File: config.mk
export PLATFORM = sky130hd
export DESIGN_NAME = smps_seq
export DESIGN_NICKNAME = d
export VERILOG_FILES = /design/src/smps_pkg.sv /design/src/smps_seq.sv /design/src/smps_consec.sv /design/src/smps_timer.sv
export VERILOG_INCLUDE_DIRS = /design/src
export SDC_FILE = /design/constraint.sdc
export NUM_CORES = 1
export LEC_CHECK = 0
export BUFFER_PORTS_ARGS = -buffer_cell sky130_fd_sc_hd__buf_2
export CAP_MARGIN = 20
export CORE_ASPECT_RATIO = 2
export CORE_MARGIN = 3
export CORE_UTILIZATION = 52
export CTS_CLUSTER_SIZE = 10
export DETAILED_ROUTE_END_ITERATION = 8
export PLACE_DENSITY = 0.77
export SETUP_SLACK_MARGIN = 0.05
export SLEW_MARGIN = 20
export SYNTH_ARGS = -nofsm -noshare
export SYNTH_HDL_FRONTEND = slang
export SYNTH_HIERARCHICAL = 1
export SYNTH_SLANG_ARGS = --single-unit
File: constraint.sdc
create_clock -name clock -period 2.4 [get_ports clock]
set_input_delay 0.12 -clock clock [delete_from_list [all_inputs] [get_ports clock]]
set_output_delay 0.12 -clock clock [all_outputs]
set_load 0.005 [all_outputs]
File: src/smps_consts.svh
// Timing, register and code constants for the protection sequencer
// Operation
// - Internal clock alternates mains and temperature phases
// - Start switching only after stored brown-in sample
// - Brownout after 32 ms below level, restart
// - Brownout restart cycles supply down-up once
// - Four low temperature samples latch protection
// - Held mains sample reused for compensation
// - On-time capped at 80 percent duty
// - Eight maximum-duty strokes trigger restart
// - Maximum-duty restart cycles supply once
// - Overpower timer runs above 400 mV level
// - Overload beyond 180 ms trips overpower
// - Overpower restart cycles supply three times
// - Blank peak comparator after gate turn-on
// - Sample sense overvoltage 2 us after fall
// - Four sense overvoltage cycles latch protection
// - Four supply overvoltage cycles latch, else clear
// - Peak power raises frequency and peak
// - Low power: 25 percent peak, lower frequency
// - Line compensation off at low power
// - Junction overtemperature latches until supply removed
// - Wait for brown-in and protect level
// - Soft-start ramps peak over 3.5 ms
// - Latched fault: power-down until latch reset
// - Lockout in run: stop, wait for recharge
`ifndef SMPS_CONSTS_SVH
`define SMPS_CONSTS_SVH

// ****************************************
// Timing
// ****************************************
`define SMPS_CLK_HZ 10000000
`define SMPS_BO_MS 32
`define SMPS_OPP_MS 180
`define SMPS_SS_US 3500
`define SMPS_OVP_DLY_US 2
`define SMPS_SW_HZ 65000
`define SMPS_DUTY_PCT 80
`define SMPS_PEAK_PER_PCT 75
`define SMPS_LOW_PER_MUL 4
`define SMPS_BLANK_CYC 3
`define SMPS_PHASE_CYC 500
`define SMPS_CONSEC_N 4
`define SMPS_MAXD_N 8

// ****************************************
// Peak caps and restart counts
// ****************************************
`define SMPS_CAP_LOW 8'h40
`define SMPS_CAP_HIGH 8'hCC
`define SMPS_CAP_PEAK 8'hFF
`define SMPS_RST_ONCE 2'h1
`define SMPS_RST_THRICE 2'h3

// ****************************************
// Register map
// ****************************************
`define SMPS_REG_CTRL 32'h0000_0000
`define SMPS_REG_STATUS 32'h0000_0004
`define SMPS_REG_FAULT 32'h0000_0008
`define SMPS_CTRL_RST 1'h1
`define SMPS_RESP_OKAY 2'h0
`define SMPS_RESP_SLVERR 2'h2
`define SMPS_FLT_W 8

`endif

File: src/smps_pkg.sv
// Types shared by the protection sequencer modules
package smps_pkg;

  // Sequencer states, Gray along start, run, restart
  typedef enum logic [2:0]
  {
    ST_OFF = 3'b000,
    ST_WAIT = 3'b001,
    ST_RUN = 3'b011,
    ST_DISCH = 3'b111,
    ST_CHARGE = 3'b101,
    ST_LATCH = 3'b100
  } smps_state_t;

  // Switching frequency modes
  typedef enum logic [1:0]
  {
    FQ_HIGH = 2'b00,
    FQ_PEAK = 2'b01,
    FQ_LOW = 2'b11
  } smps_freq_t;

  // Comparator decisions from the analogue front end
  typedef struct packed
  {
    logic vcc_startup;
    logic vcc_lockout;
    logic vcc_latch_reset;
    logic vcc_ovp;
    logic mains_brownin;
    logic mains_brownout;
    logic protect_detect;
    logic ctrl_overpower;
    logic ctrl_low_power;
    logic ctrl_peak_power;
    logic peak_trip;
    logic sense_ovp;
    logic junction_hot;
  } smps_sense_t;

  // Controls towards the analogue front end and driver
  typedef struct packed
  {
    logic gate;
    logic mains_phase;
    logic hold_sample;
    logic sense_sample;
    logic line_comp_en;
    logic power_down;
    smps_freq_t freq_mode;
    logic [7:0] peak_cap;
  } smps_drive_t;

endpackage

File: src/smps_seq.sv
// Protection sequencer top with AXI4-Lite status and control
//
// Added by the designer: register access over AXI4-Lite and the register addresses.
`timescale 1ns/100ps
`include "smps_consts.svh"
module smps_seq
  import smps_pkg::*;
#(
  parameter int unsigned BO_CYC = `SMPS_CLK_HZ / 1000 * `SMPS_BO_MS,
  parameter int unsigned OPP_CYC = `SMPS_CLK_HZ / 1000 * `SMPS_OPP_MS,
  parameter int unsigned SS_CYC = `SMPS_CLK_HZ / 1000000 * `SMPS_SS_US,
  parameter int unsigned PHASE_CYC = `SMPS_PHASE_CYC
)
(
  input wire logic clock, // 10 MHz clock
  input wire logic rstn, // Synchronous reset, active low
  input wire smps_sense_t sense, // Comparator decisions
  output smps_drive_t drive_ff, // Gate and front-end controls
  input wire logic [31:0] awaddr, // Write address
  input wire logic awvalid, // Write address valid
  output logic awready, // Write address ready
  input wire logic [31:0] wdata, // Write data
  input wire logic [3:0] wstrb, // Write strobes
  input wire logic wvalid, // Write data valid
  output logic wready, // Write data ready
  output logic [1:0] bresp, // Write response
  output logic bvalid, // Write response valid
  input wire logic bready, // Write response ready
  input wire logic [31:0] araddr, // Read address
  input wire logic arvalid, // Read address valid
  output logic arready, // Read address ready
  output logic [31:0] rdata, // Read data
  output logic [1:0] rresp, // Read response
  output logic rvalid, // Read valid
  input wire logic rready // Read ready
);

  // ****************************************
  // Derived cycle counts
  // ****************************************
  localparam int unsigned PER_HI = `SMPS_CLK_HZ / `SMPS_SW_HZ;
  localparam logic [15:0] PER_HIGH = 16'(PER_HI);
  localparam logic [15:0] PER_PEAK = 16'(PER_HI * `SMPS_PEAK_PER_PCT / 100);
  localparam logic [15:0] PER_LOW = 16'(PER_HI * `SMPS_LOW_PER_MUL);
  localparam logic [7:0] OVP_DLY = 8'(`SMPS_CLK_HZ / 1000000 * `SMPS_OVP_DLY_US);
  localparam logic [15:0] BLANK = 16'(`SMPS_BLANK_CYC);
  localparam logic [15:0] PH_LAST = 16'(PHASE_CYC - 1);
  localparam logic [15:0] SS_STEP = 16'(SS_CYC / 256);
  localparam logic [3:0] CN [4] = '{4'(`SMPS_CONSEC_N), 4'(`SMPS_MAXD_N),
                                   4'(`SMPS_CONSEC_N), 4'(`SMPS_CONSEC_N)};

  // ****************************************
  // State and internal registers
  // ****************************************
  smps_state_t st_ff; // Sequencer state
  smps_state_t nxt_st; // Next state
  logic [1:0] rst_left_ff; // Restart cycles still to go
  logic [1:0] nxt_rst_left; // Next restart count
  logic [15:0] ph_cnt_ff; // Protect phase timer
  logic brownin_ff; // Held mains sample above brown-in
  logic below_bo_ff; // Held mains sample below brownout
  logic protect_ok_ff; // Protect level reached at last detect
  logic [15:0] per_cnt_ff; // Position in switching period
  logic [7:0] fall_cnt_ff; // Cycles since gate fall
  logic [15:0] ss_cnt_ff; // Soft-start step timer
  logic [7:0] ramp_ff; // Soft-start peak level
  logic en_ff; // Software switching enable
  logic [`SMPS_FLT_W-1:0] fault_ff; // Sticky fault causes

  // ****************************************
  // Protect input time multiplex
  // ****************************************
  wire ph_end = (ph_cnt_ff == PH_LAST); // Phase boundary
  wire mains_end = ph_end && drive_ff.mains_phase; // Mains sample point
  wire temp_end = ph_end && !drive_ff.mains_phase; // Temperature sample point

  // Phase counter and held mains samples
  always_ff @(posedge clock)
  begin
    if (!rstn)
    begin
      ph_cnt_ff <= 16'h0;
      brownin_ff <= 1'b0;
      below_bo_ff <= 1'b0;
      protect_ok_ff <= 1'b0;
    end
    else
    begin
      ph_cnt_ff <= ph_end ? 16'h0 : ph_cnt_ff + 16'h1;
      if (mains_end)
      begin
        brownin_ff <= sense.mains_brownin;
        below_bo_ff <= !sense.mains_brownout;
      end
      if (temp_end)
        protect_ok_ff <= sense.protect_detect;
    end
  end

  // ****************************************
  // Switching period and gate
  // ****************************************
  wire run = (st_ff == ST_RUN); // Switching allowed
  smps_freq_t nxt_freq; // Frequency mode
  assign nxt_freq = sense.ctrl_low_power ? FQ_LOW :
                    sense.ctrl_peak_power ? FQ_PEAK : FQ_HIGH;
  wire [15:0] per_len = (drive_ff.freq_mode == FQ_LOW) ? PER_LOW :
                        (drive_ff.freq_mode == FQ_PEAK) ? PER_PEAK : PER_HIGH;
  wire [31:0] max_on_w = 32'(per_len) * 32'(`SMPS_DUTY_PCT) / 32'd100;
  wire [15:0] max_on = max_on_w[15:0]; // Longest on-time
  wire per_last = (per_cnt_ff >= per_len - 16'h1); // End of period
  wire per_start = run && (per_cnt_ff == 16'h0); // New stroke
  wire trip_ok = sense.peak_trip && (per_cnt_ff > BLANK);
  wire at_max = (per_cnt_ff >= max_on);
  wire nxt_gate = run && (per_start || (drive_ff.gate && !trip_ok && !at_max));
  wire gate_fall = drive_ff.gate && !nxt_gate; // Stroke end
  wire maxd_end = gate_fall && at_max && !trip_ok; // Ended by duty cap
  wire ovp_pt = (fall_cnt_ff == OVP_DLY);

  // Period and fall-delay counters
  always_ff @(posedge clock)
  begin
    if (!rstn)
    begin
      per_cnt_ff <= 16'h0;
      fall_cnt_ff <= 8'h0;
    end
    else
    begin
      per_cnt_ff <= (!run || per_last) ? 16'h0 : per_cnt_ff + 16'h1;
      fall_cnt_ff <= gate_fall ? 8'h1 : (fall_cnt_ff == 8'h0 || ovp_pt) ? 8'h0 : fall_cnt_ff + 8'h1;
    end
  end

  // ****************************************
  // Soft start ramp
  // ****************************************
  always_ff @(posedge clock)
  begin
    if (!rstn)
    begin
      ss_cnt_ff <= 16'h0;
      ramp_ff <= 8'h0;
    end
    else if (!run)
    begin
      ss_cnt_ff <= 16'h0; // Restart ramp at each start
      ramp_ff <= 8'h0;
    end
    else if (ss_cnt_ff >= SS_STEP - 16'h1)
    begin
      ss_cnt_ff <= 16'h0;
      ramp_ff <= (ramp_ff == 8'hFF) ? ramp_ff : ramp_ff + 8'h1;
    end
    else
      ss_cnt_ff <= ss_cnt_ff + 16'h1;
  end

  // Mode cap on the allowed peak
  wire [7:0] mode_cap = (nxt_freq == FQ_LOW) ? `SMPS_CAP_LOW :
                        (nxt_freq == FQ_PEAK) ? `SMPS_CAP_PEAK : `SMPS_CAP_HIGH;
  wire [7:0] nxt_cap = (ramp_ff < mode_cap) ? ramp_ff : mode_cap;

  // ****************************************
  // Fault qualifiers
  // ****************************************
  logic [3:0] c_clr; // Counter clears
  logic [3:0] c_smp; // Counter sample strobes
  logic [3:0] c_hit; // Counter fault inputs
  logic [3:0] c_trip; // Counter trips
  wire off_or_latch = (st_ff == ST_OFF) || (st_ff == ST_LATCH);
  assign c_clr = {!run || !sense.vcc_ovp, !run, !run, off_or_latch};
  assign c_smp = {per_start, ovp_pt, gate_fall, temp_end};
  assign c_hit = {sense.vcc_ovp, sense.sense_ovp, maxd_end, !sense.protect_detect};

  // One counter per consecutive-cycle fault
  genvar gi;
  generate
    for (gi = 0; gi < 4; gi++)
    begin : g_cnt
      smps_consec #(.N(CN[gi])) u_cnt
      (
        .clock(clock),
        .rstn(rstn),
        .clr(c_clr[gi]),
        .sample(c_smp[gi]),
        .hit(c_hit[gi]),
        .trip_ff(c_trip[gi])
      );
    end
  endgenerate

  logic bo_done; // Brownout persisted
  logic opp_done; // Overload persisted

  // Brownout persistence
  smps_timer #(.LIMIT(BO_CYC)) u_bo
  (
    .clock(clock),
    .rstn(rstn),
    .run(run && below_bo_ff),
    .done_ff(bo_done)
  );

  // Overpower persistence
  smps_timer #(.LIMIT(OPP_CYC)) u_opp
  (
    .clock(clock),
    .rstn(rstn),
    .run(run && sense.ctrl_overpower),
    .done_ff(opp_done)
  );

  wire latch_ev = c_trip[0] || c_trip[2] || c_trip[3] || sense.junction_hot;
  wire restart_ev = bo_done || c_trip[1] || opp_done;
  wire [`SMPS_FLT_W-1:0] flt_set = {!sense.vcc_lockout && run, sense.junction_hot, c_trip[3],
                                    c_trip[2], c_trip[0], opp_done, c_trip[1], bo_done};

  // ****************************************
  // Sequencer
  // ****************************************
  always_comb
  begin
    nxt_st = st_ff;
    nxt_rst_left = rst_left_ff;
    if (latch_ev && st_ff != ST_LATCH)
      nxt_st = ST_LATCH;
    else
    begin
      unique case (st_ff)
        ST_OFF:
          if (sense.vcc_startup)
            nxt_st = ST_WAIT;
        ST_WAIT:
          if (!sense.vcc_lockout)
            nxt_st = ST_OFF;
          else if (brownin_ff && protect_ok_ff && en_ff)
            nxt_st = ST_RUN;
        ST_RUN:
          if (restart_ev)
          begin
            nxt_st = ST_DISCH;
            nxt_rst_left = opp_done ? `SMPS_RST_THRICE : `SMPS_RST_ONCE;
          end
          else if (!sense.vcc_lockout)
            nxt_st = ST_OFF;
        ST_DISCH:
          if (!sense.vcc_lockout)
            nxt_st = ST_CHARGE;
        ST_CHARGE:
          if (sense.vcc_startup)
          begin
            nxt_rst_left = rst_left_ff - 2'h1;
            nxt_st = (rst_left_ff == `SMPS_RST_ONCE) ? ST_WAIT : ST_DISCH;
          end
        ST_LATCH:
          if (!sense.vcc_latch_reset)
            nxt_st = ST_OFF;
        default:
          nxt_st = ST_OFF;
      endcase
    end
  end

  // State and drive registers
  always_ff @(posedge clock)
  begin
    if (!rstn)
    begin
      st_ff <= ST_OFF;
      rst_left_ff <= 2'h0;
      drive_ff <= '0;
    end
    else
    begin
      st_ff <= nxt_st;
      rst_left_ff <= nxt_rst_left;
      drive_ff.gate <= nxt_gate && nxt_st == ST_RUN;
      drive_ff.mains_phase <= ph_end ? !drive_ff.mains_phase : drive_ff.mains_phase;
      drive_ff.hold_sample <= mains_end;
      drive_ff.sense_sample <= ovp_pt;
      drive_ff.line_comp_en <= run && !sense.ctrl_low_power;
      drive_ff.power_down <= (nxt_st == ST_LATCH) || (nxt_st == ST_CHARGE);
      drive_ff.freq_mode <= nxt_freq;
      drive_ff.peak_cap <= run ? nxt_cap : 8'h0;
    end
  end

  // ****************************************
  // AXI4-Lite slave
  // ****************************************
  logic aw_got_ff; // Write address held
  logic w_got_ff; // Write data held
  logic [31:0] waddr_ff; // Held write address
  logic [31:0] wdata_ff; // Held write data
  logic wstrb0_ff; // Held low byte strobe
  wire aw_hs = awvalid && awready;
  wire w_hs = wvalid && wready;
  wire do_wr = aw_got_ff && w_got_ff && !bvalid; // Commit write
  wire ar_hs = arvalid && arready;
  wire wr_ctrl = do_wr && waddr_ff == `SMPS_REG_CTRL && wstrb0_ff;
  wire wr_fault = do_wr && waddr_ff == `SMPS_REG_FAULT && wstrb0_ff;
  wire wr_map = waddr_ff == `SMPS_REG_CTRL || waddr_ff == `SMPS_REG_FAULT;
  wire nxt_aw_got = aw_got_ff ? !do_wr : aw_hs;
  wire nxt_w_got = w_got_ff ? !do_wr : w_hs;
  wire nxt_rvalid = ar_hs || (rvalid && !rready);
  wire [31:0] status_w = {21'h0, rst_left_ff, drive_ff.freq_mode, protect_ok_ff,
                          brownin_ff, drive_ff.mains_phase, drive_ff.gate, st_ff};
  wire rd_ctrl = araddr == `SMPS_REG_CTRL;
  wire rd_stat = araddr == `SMPS_REG_STATUS;
  wire rd_flt = araddr == `SMPS_REG_FAULT;
  wire [31:0] rd_val = rd_ctrl ? {31'h0, en_ff} : rd_stat ? status_w :
                       rd_flt ? {24'h0, fault_ff} : 32'h0;

  // Write path
  always_ff @(posedge clock)
  begin
    if (!rstn)
    begin
      aw_got_ff <= 1'b0;
      w_got_ff <= 1'b0;
      waddr_ff <= 32'h0;
      wdata_ff <= 32'h0;
      wstrb0_ff <= 1'b0;
      awready <= 1'b0;
      wready <= 1'b0;
      bvalid <= 1'b0;
      bresp <= `SMPS_RESP_OKAY;
    end
    else
    begin
      aw_got_ff <= nxt_aw_got;
      w_got_ff <= nxt_w_got;
      awready <= !nxt_aw_got;
      wready <= !nxt_w_got;
      if (aw_hs)
        waddr_ff <= awaddr;
      if (w_hs)
      begin
        wdata_ff <= wdata;
        wstrb0_ff <= wstrb[0];
      end
      bvalid <= do_wr || (bvalid && !bready);
      if (do_wr)
        bresp <= wr_map ? `SMPS_RESP_OKAY : `SMPS_RESP_SLVERR;
    end
  end

  // Read path
  always_ff @(posedge clock)
  begin
    if (!rstn)
    begin
      arready <= 1'b0;
      rvalid <= 1'b0;
      rdata <= 32'h0;
      rresp <= `SMPS_RESP_OKAY;
    end
    else
    begin
      arready <= !nxt_rvalid;
      rvalid <= nxt_rvalid;
      if (ar_hs)
      begin
        rdata <= rd_val;
        rresp <= (rd_ctrl || rd_stat || rd_flt) ? `SMPS_RESP_OKAY : `SMPS_RESP_SLVERR;
      end
    end
  end

  // Control and sticky fault registers, set beats clear
  always_ff @(posedge clock)
  begin
    if (!rstn)
    begin
      en_ff <= `SMPS_CTRL_RST;
      fault_ff <= '0;
    end
    else
    begin
      if (wr_ctrl)
        en_ff <= wdata_ff[0];
      fault_ff <= (fault_ff & ~(wr_fault ? wdata_ff[`SMPS_FLT_W-1:0] : '0)) | flt_set;
    end
  end

endmodule

File: src/smps_consec.sv
// Consecutive-sample fault counter
`timescale 1ns/100ps
module smps_consec
  import smps_pkg::*;
#(
  parameter logic [3:0] N = 4'h4
)
(
  input wire logic clock, // System clock
  input wire logic rstn, // Synchronous reset, active low
  input wire logic clr, // Clear count
  input wire logic sample, // Sample strobe
  input wire logic hit, // Fault seen at sample
  output logic trip_ff // Count reached N
);

  logic [3:0] cnt_ff; // Consecutive hits
  logic [3:0] nxt_cnt; // Next count

  // ****************************************
  // Count hits, clear on miss
  // ****************************************
  assign nxt_cnt = clr ? 4'h0 :
                   !sample ? cnt_ff :
                   !hit ? 4'h0 :
                   (cnt_ff == N) ? cnt_ff : cnt_ff + 4'h1;

  // Count and trip registers
  always_ff @(posedge clock)
  begin
    if (!rstn)
    begin
      cnt_ff <= 4'h0;
      trip_ff <= 1'b0;
    end
    else
    begin
      cnt_ff <= nxt_cnt;
      trip_ff <= (nxt_cnt == N);
    end
  end

endmodule

File: src/smps_timer.sv
// Persistence timer: done once run has held LIMIT cycles
`timescale 1ns/100ps
module smps_timer
  import smps_pkg::*;
#(
  parameter int unsigned LIMIT = 320000
)
(
  input wire logic clock, // System clock
  input wire logic rstn, // Synchronous reset, active low
  input wire logic run, // Condition present
  output logic done_ff // Held long enough
);

  localparam logic [31:0] LIM = 32'(LIMIT);
  logic [31:0] cnt_ff; // Elapsed cycles
  logic [31:0] nxt_cnt; // Next count

  // ****************************************
  // Restart on any interruption
  // ****************************************
  assign nxt_cnt = !run ? 32'h0 : (cnt_ff == LIM) ? cnt_ff : cnt_ff + 32'h1;

  // Counter and done registers
  always_ff @(posedge clock)
  begin
    if (!rstn)
    begin
      cnt_ff <= 32'h0;
      done_ff <= 1'b0;
    end
    else
    begin
      cnt_ff <= nxt_cnt;
      done_ff <= (nxt_cnt == LIM);
    end
  end

endmodule

; Word-level counts from Yosys, hierarchy flattened
; Index checks and enable logic that the tools add are counted.
[op_classes]
add_sub_neg = 13
n_mul = 1
div = 1
n_lt_le_gt_ge = 5
n_eq_ne = 34
muxes = 52
bitwise_logic = 7
reduce_logical = 74
[ops]
columns = op, count
row1 = 2-to-1 mux 32 bit, 4
row2 = "adder 32 x 1 -> 32 bit, second input constant", 2
row3 = "== test 32 x 19 -> 1 bit, second input constant", 2
row4 = "== test 32 x 21 -> 1 bit, second input constant", 2
row5 = "== test 32 x 4 -> 1 bit, second input constant", 2
row6 = logical NOT 32 bit, 2
row7 = 2-to-1 mux 4 bit, 16
row8 = "adder 16 x 1 -> 16 bit, second input constant", 3
row9 = 2-to-1 mux 8 bit, 5
row10 = "divider 23 x 7 -> 32 bit, second input constant", 1
row11 = "== test 32 x 3 -> 1 bit, second input constant", 1
row12 = >= comparator 16 bit, 2
row13 = 2-to-1 mux 3 bit, 10
row14 = logical AND 1 bit, 29
row15 = "== test 4 x 3 -> 1 bit, second input constant", 6
row16 = 2-to-1 mux 11 bit, 2
row17 = case mux 3 bit (6 select lines), 1
row18 = "adder 4 x 1 -> 4 bit, second input constant", 4
row19 = "adder 8 x 1 -> 8 bit, second input constant", 2
row20 = "== test 16 x 9 -> 1 bit, second input constant", 1
row21 = ">= comparator 16 x 8 -> 1 bit, second input constant", 1
row22 = "greater-than comparator 16 x 2 -> 1 bit, second input constant", 1
row23 = logical NOT 1 bit, 16
row24 = logical NOT 16 bit, 1
row25 = 32 further kinds, 71
[word_totals]
regBits = 267
input_bits = 120
elab_cells = 233

; Longest topological paths before layout
[depth]
word_depth = 18
ltp_mapped = 11
mapped_depth_nobuf = 11

; Hierarchy
; The synthesis kept the hierarchy.
[by_module_without_submodules]
columns = module, instances, cells_each, area_per_inst_um2, seq_area_each_um2
row1 = smps_seq, 1, 800, 6960.4, 3163.0
row2 = smps_timer at u_bo, 1, 242, 2043.2, 660.6
row3 = smps_timer at u_opp, 1, 241, 2008.2, 660.6
row4 = smps_consec at g_cnt[0].u_cnt ..., 3, 31, 281.5, 100.1
row5 = smps_consec at g_cnt[1].u_cnt, 1, 34, 289.0, 100.1

; Worst setup path after synthesis
; OpenSTA, ideal clock, no wires.
[synth_timing]
path_type = reg2reg
startpoint = register drive_ff[8] (netlist name)
endpoint = register g_cnt[1].u_cnt.trip_ff
setup_ps = 117
arrival_time_ps = 2529
path_slack_ps = -246
stages_incl_launch_ff = 12
synth_period_minus_slack_ps = 2646
cell_sequence = dfxtp_1 and2_1 inv_1 ha_1 nand4_1 nor2_1 a2111oi_4 a31oi_2 nand2_1 nor3_1 a311oi_1 and4b_1
[synth_via]
elab_chain_len = 18
[synth_rtl]
columns = item, line_no
row1 = == test 2 x 1 -> 1 bit, smps_seq.sv:108  ; (drive_ff.freq_mode == FQ_PEAK) ? PER_PEAK : PER_HIGH;
row2 = 2-to-1 mux 8 bit, smps_seq.sv:108
row3 = 2-to-1 mux 10 bit *, smps_seq.sv:107  ; wire [15:0] per_len = (drive_ff.freq_mode == FQ_LOW) ? PER_LOW :
row4 = multiplier 10 x 3 -> 13 bit *, smps_seq.sv:109  ; wire [31:0] max_on_w = 32'(per_len) * 32'(`SMPS_DUTY_PCT) / 32'd100;
row5 = divider 23 x 7 -> 32 bit *, smps_seq.sv:109
row6 = >= comparator 16 bit *, smps_seq.sv:114  ; wire at_max = (per_cnt_ff >= max_on);
row7 = logical NOT 1 bit *, smps_seq.sv:115  ; wire nxt_gate = run && (per_start || (drive_ff.gate && !trip_ok && !at_max));
row8 = logical AND 1 bit *, smps_seq.sv:115
row9 = (+2 left out), --
row10 = logical NOT 1 bit *, smps_seq.sv:116  ; wire gate_fall = drive_ff.gate && !nxt_gate;
row11 = logical AND 1 bit *, smps_seq.sv:116
row12 = net gate_fall, smps_seq.sv:116
row13 = logical AND 1 bit (2 in a row), smps_seq.sv:117  ; wire maxd_end = gate_fall && at_max && !trip_ok;
row14 = 2-to-1 mux 4 bit, smps_consec.sv:25  ; !hit ? 4'h0 :
row15 = 2-to-1 mux 4 bit *, smps_consec.sv:24  ; !sample ? cnt_ff :
row16 = 2-to-1 mux 4 bit *, smps_consec.sv:23  ; assign nxt_cnt = clr ? 4'h0 :
row17 = == test 4 bit *, smps_consec.sv:39  ; trip_ff <= (nxt_cnt == N);
row18 = "end signal, assigned", smps_consec.sv:39
row19 = "end, declared", smps_consec.sv:14  ; output logic trip_ff
; The timed path passes the listed nets; every way through them passes the cells marked *.
; A chain may end at the register's enable or synchronous reset.

; Worst setup path after layout
[layout_timing]
startpoint = register drive_ff[8] (netlist name)
endpoint = register g_cnt[1].u_cnt.trip_ff
[layout_via]
elab_chain_len = 18
[layout_rtl]
columns = item, line_no
row1 = == test 2 x 1 -> 1 bit, smps_seq.sv:108
row2 = 2-to-1 mux 8 bit, smps_seq.sv:108
row3 = 2-to-1 mux 10 bit *, smps_seq.sv:107
row4 = multiplier 10 x 3 -> 13 bit *, smps_seq.sv:109
row5 = divider 23 x 7 -> 32 bit *, smps_seq.sv:109
row6 = >= comparator 16 bit *, smps_seq.sv:114
row7 = logical NOT 1 bit *, smps_seq.sv:115
row8 = logical AND 1 bit *, smps_seq.sv:115
row9 = (+2 left out), --
row10 = logical NOT 1 bit *, smps_seq.sv:116
row11 = logical AND 1 bit *, smps_seq.sv:116
row12 = net gate_fall, smps_seq.sv:116
row13 = logical AND 1 bit (2 in a row), smps_seq.sv:117
row14 = 2-to-1 mux 4 bit, smps_consec.sv:25
row15 = 2-to-1 mux 4 bit *, smps_consec.sv:24
row16 = 2-to-1 mux 4 bit *, smps_consec.sv:23
row17 = == test 4 bit *, smps_consec.sv:39
; Marks and branches as above.

==> results by stage <==
Run:
- The tool flagged a number of max-cap violations equal to 0.

Yosys:
- The sequential cell area fraction in the yosys report is 0.4022.
- The number of different library cells in the post-synthesis netlist is 93.
- Yosys printed 6 warnings.
- The area share of the largest cell type after synthesis is 0.4022.
- For this run, asynchronously set or reset flops after synthesis account for 0.
- Counting flops and latches in the post-synthesis netlist gives 244.
- The count of flip-flops with a built-in enable after synthesis is 0.
- By area the synthesized netlist is led by dfxtp_1 (40%), nand2_1 (5.0%), nor2_1 (4.8%).
- The most common cell in the synthesized netlist is dfxtp_1.
- The average cell area after synthesis is 8.614 um2.
- Synthesis produced a netlist whose cell count is 1410.
- The netlist area before placement is 12150 um2.
- The dominant register cell in the synthesized netlist is dfxtp_1.
- In the synthesized netlist, the cells that appear most often are dfxtp_1 (244), nand2_1 (162), nor2_1 (154).
- The library cell occupying the most area in the post-synthesis netlist is dfxtp_1.

Floorplanning:
- The core region is 22840 um2.
- The floorplan step defined a die boundary enclosing 25340 um2.
- The number of placed I/O pins is 177.
- Measured along the x axis, the die boundary spans 114.1 um.
- The initial utilization of the core area, before any placement, comes to 0.5318.
- The number of rows in the core area is 78.
- The die span in y is 222.1 um.

Critical path:
- The signal on the critical path passes through and2_4 > ha_1 > a211o_1 > a2111oi_4 > buf_4 > a31oi_4 > buf_6 > nand3_1 > a21oi_2 > a211oi_1 > and4b_1.
- The largest single stage delay on the critical path is 0.35 ns.
- The critical path in this run is classified as flop to flop.
- The kind of end point of the critical path is a flop.
- The critical-path cell with the highest stage delay is dfxtp_4.
- The startpoint identified for the worst register-to-register timing path is drive_ff[8].
- The kind of start point of the critical path is a flop.
- In this run the critical register-to-register path is captured at g_cnt[1].u_cnt/trip_ff.
- In this run the worst path has a maximum fanout of 6.
- For the worst setup path, the data required time is 2.88 ns.
- The worst-case register-to-register setup slack is -0.14 ns.
- The data arrival time at the worst-slack endpoint is 3.02 ns.
- The number of cells on the worst reg-to-reg path is 11.

Placement:
- In this run, placement finished with an instance count of 1860.
- After legalization and detailed placement, the total HPWL measured 23540 um.
- Prior to clock tree synthesis, the placed netlist has a worst setup slack of -0.1594 ns.
- The count of port buffers added during placement is 126.
- At the end of routability-driven placement, the weighted congestion stood at 0.9249.

Route:
- The number of vias per cell is 5.818.
- The number of nets still failing antenna checks after routing is 0.
- For this block, the initial DRC count from the detailed router was 828.
- Dividing the detail-routed wire length by the instance count gives 17.21 um.
- The routed layout has 11.37k vias.
- The residual DRC count is 0.
- For this run, the detailed router's first-pass iteration total came to 6.
- Wires add up to 33630 um.

Global route:
- The initial antenna violation count is 0.
- The number of global-route vias before repair is 11.64k.
- The first global-routing pass estimated 54540 um of wire.
- The overall overflow remaining after global route is 0.
- Across every metal layer, demand over resource in global routing totals 0.2579.
- Entering global routing, the biggest net connects 66 pins.

STA:
- For the finished layout, the period the worst path requires is 2.538 ns.
- For the pin with the worst max-slew slack, the measured transition is 0.6820 ns.
- In the finished design, the share of the clock period the worst path needs comes to 1.058.
- The count of endpoints failing hold in the final timing report is 0.
- The relative slew slack is 0.5453.
- The timing-limited maximum frequency is 393.9 MHz.
- Across the routed clock network, the largest skew measured is 0.01053 ns.
- Setup violations remaining at the end of the flow were counted as 3.
- The number of pins with negative max-slew slack in the final report is 0.
- Setup repair after global routing could not meet its margin everywhere.
- In the post-route analysis, the smallest setup slack over all paths is -0.1385 ns.

Cells and area:
- In the final layout, flip-flops and latches occupy 4903 um2.
- After the flow finishes, the layout carries non-filler instances totaling 1954.
- The repair_antennas step left the layout with diodes totalling 0.
- The final layout contains 1839 nets.
- The area of the multi-input gates is 7027 um2.
- From synthesis to final layout, the design area changed by 24.91%.
- The count of filler cells inserted in the layout is 1738.
- The ratio of cells with drive above 1 in the final layout is 0.2204.

Min path:
- The path class of the lowest-slack min-delay path is primary input to flop.
- For hold timing, the worst endpoint is st_ff[1].
- The hold path startpoint is sense[11].
- The count of cells along the worst hold path is 3.

Clock tree:
- The maximum clock insertion buffer count is 3.
- The clock latency on the worst-skew pair is 0.54 ns.
- The clock transition at the registers of the reported paths is 0.06 ns.
- The cell sitting at the root of the clock tree is a clkbuf_16.
- TritonCTS built the clock tree.
- The tree built by TritonCTS fans out to 244 sinks.
- CTS built an H-tree with a depth of 1.
- The number of buffers inserted during clock tree synthesis is 28.

Power and ir drop:
- The sum of internal, switching and leakage power is 8.292 mW.
- The largest vdd supply drop is 0.5685 mV.
- The analysis attributes to cell leakage a power of 5.860 nW.
- In this run the power density over the cells is 546.6 nW/um2.

Outcome:
- The run finished, with violations left.
- The checks that failed: setup timing.
[cells by family after synthesis]
family          synth area share
compound gates            0.1199
flops                     0.4022
fa+ha+maj                0.04636
xor+xnor                 0.07139
simple gates              0.2892
buf+inv                  0.05666
other cells            0.0006183
mux                      0.01370
[critical path: cells and delay by family (launching register included)]
family / cells / cell delay, ns
buf+inv: 2 / 0.35
flops: 1 / 0.35
simple gates: 3 / 0.47
fa+ha+maj: 1 / 0.28
compound gates: 5 / 1.03
[cells in the final DEF (no fill, tap or decap), drive strengths merged, types with 39 or more instances in the layout]
master         n
nand4         50
nand2        163
inv           50
buf          229
xnor2         48
xor2          51
nor2         155
dlygate4sd3   55
dfxtp        244
conb          39
a21oi         82
ha            45
nand3         59
nor4          42
[sequential cells by signal, indices dropped and copies added, names as in the netlist, 2 cells and up]
| name | cells |
|---|---|
| g_cnt.u_cnt/cnt_ff | 16 |
| g_cnt.u_cnt/trip_ff | 4 |
| ss_cnt_ff | 16 |
| waddr_ff | 32 |
| u_bo/cnt_ff | 32 |
| u_opp/cnt_ff | 32 |
| rdata | 11 |
| drive_ff | 16 |
| ramp_ff | 8 |
| st_ff | 3 |
| rst_left_ff | 2 |
| fall_cnt_ff | 8 |
| ph_cnt_ff | 16 |
| fault_ff | 8 |
| per_cnt_ff | 16 |
| wdata_ff | 8 |
[metrics by stage]
stage                     instance area (um2)    util  setup TNS, ns  hold slack, ns
after floorplan                         12300       -       -0.09139          0.2039
after global placement                  13490  0.5907        -0.1965          0.3426
after detailed placement                13490  0.5907        -0.3104          0.3544
after CTS                               14980  0.6561       -0.02653        0.005589
after global routing                    15170  0.6643        -0.8541         0.04254
final                                   15170  0.6643        -0.3177         0.02198
[timing repair]
item	CTS	global route
endpoints found under the hold margin	60	0
pin swaps	15	9
gates resized for setup	30	35
setup endpoints to repair	7	21
buffers inserted	6	3
hold buffers	55	0
[final cells by class]
| type | count | share of cell area |
|---|---|---|
| sequential | 244 | 0.3232 |
| inverter | 50 | 0.01254 |
| timing repair buffer | 284 | 0.1296 |
| clock inverter | 1 | 0.0005773 |
| tap | 280 | 0.02309 |
| clock buffer | 29 | 0.04784 |
| multi-input combinational | 1066 | 0.4632 |
[worst max-delay path by stage]
stage,startpoint,to,slack (ns),depth (start not counted)
floorplan,per_cnt_ff[0],g_cnt[1].u_cnt/trip_ff,-0.09,10
global placement,per_cnt_ff[0],g_cnt[1].u_cnt/trip_ff,-0.12,10
detailed placement,drive_ff[9],g_cnt[1].u_cnt/trip_ff,-0.16,11
CTS,drive_ff[8],g_cnt[1].u_cnt/trip_ff,-0.03,12
global route,drive_ff[8],g_cnt[1].u_cnt/trip_ff,-0.23,11
finish,drive_ff[8],g_cnt[1].u_cnt/trip_ff,-0.14,11
[power breakdown]
part	total (mW)	internal [mW]	leakage, nW	switching [mW]
clock	3.64	2.11	0.361	1.54
sequential	4.17	4.12	1.98	0.0444
combinational	0.486	0.226	3.51	0.260
total	8.29	6.45	5.86	1.84
[metal layers]
layer	up-vias	global-route usage	routed length [um]
met5	-	0	0
li1	5431	-	-
met2	446	0.5062	18410
met1	5348	0.2439	11440
met3	144	0.02841	1695
met4	0	0.1569	2085
Note: power is estimated with default switching activity, not from simulation.
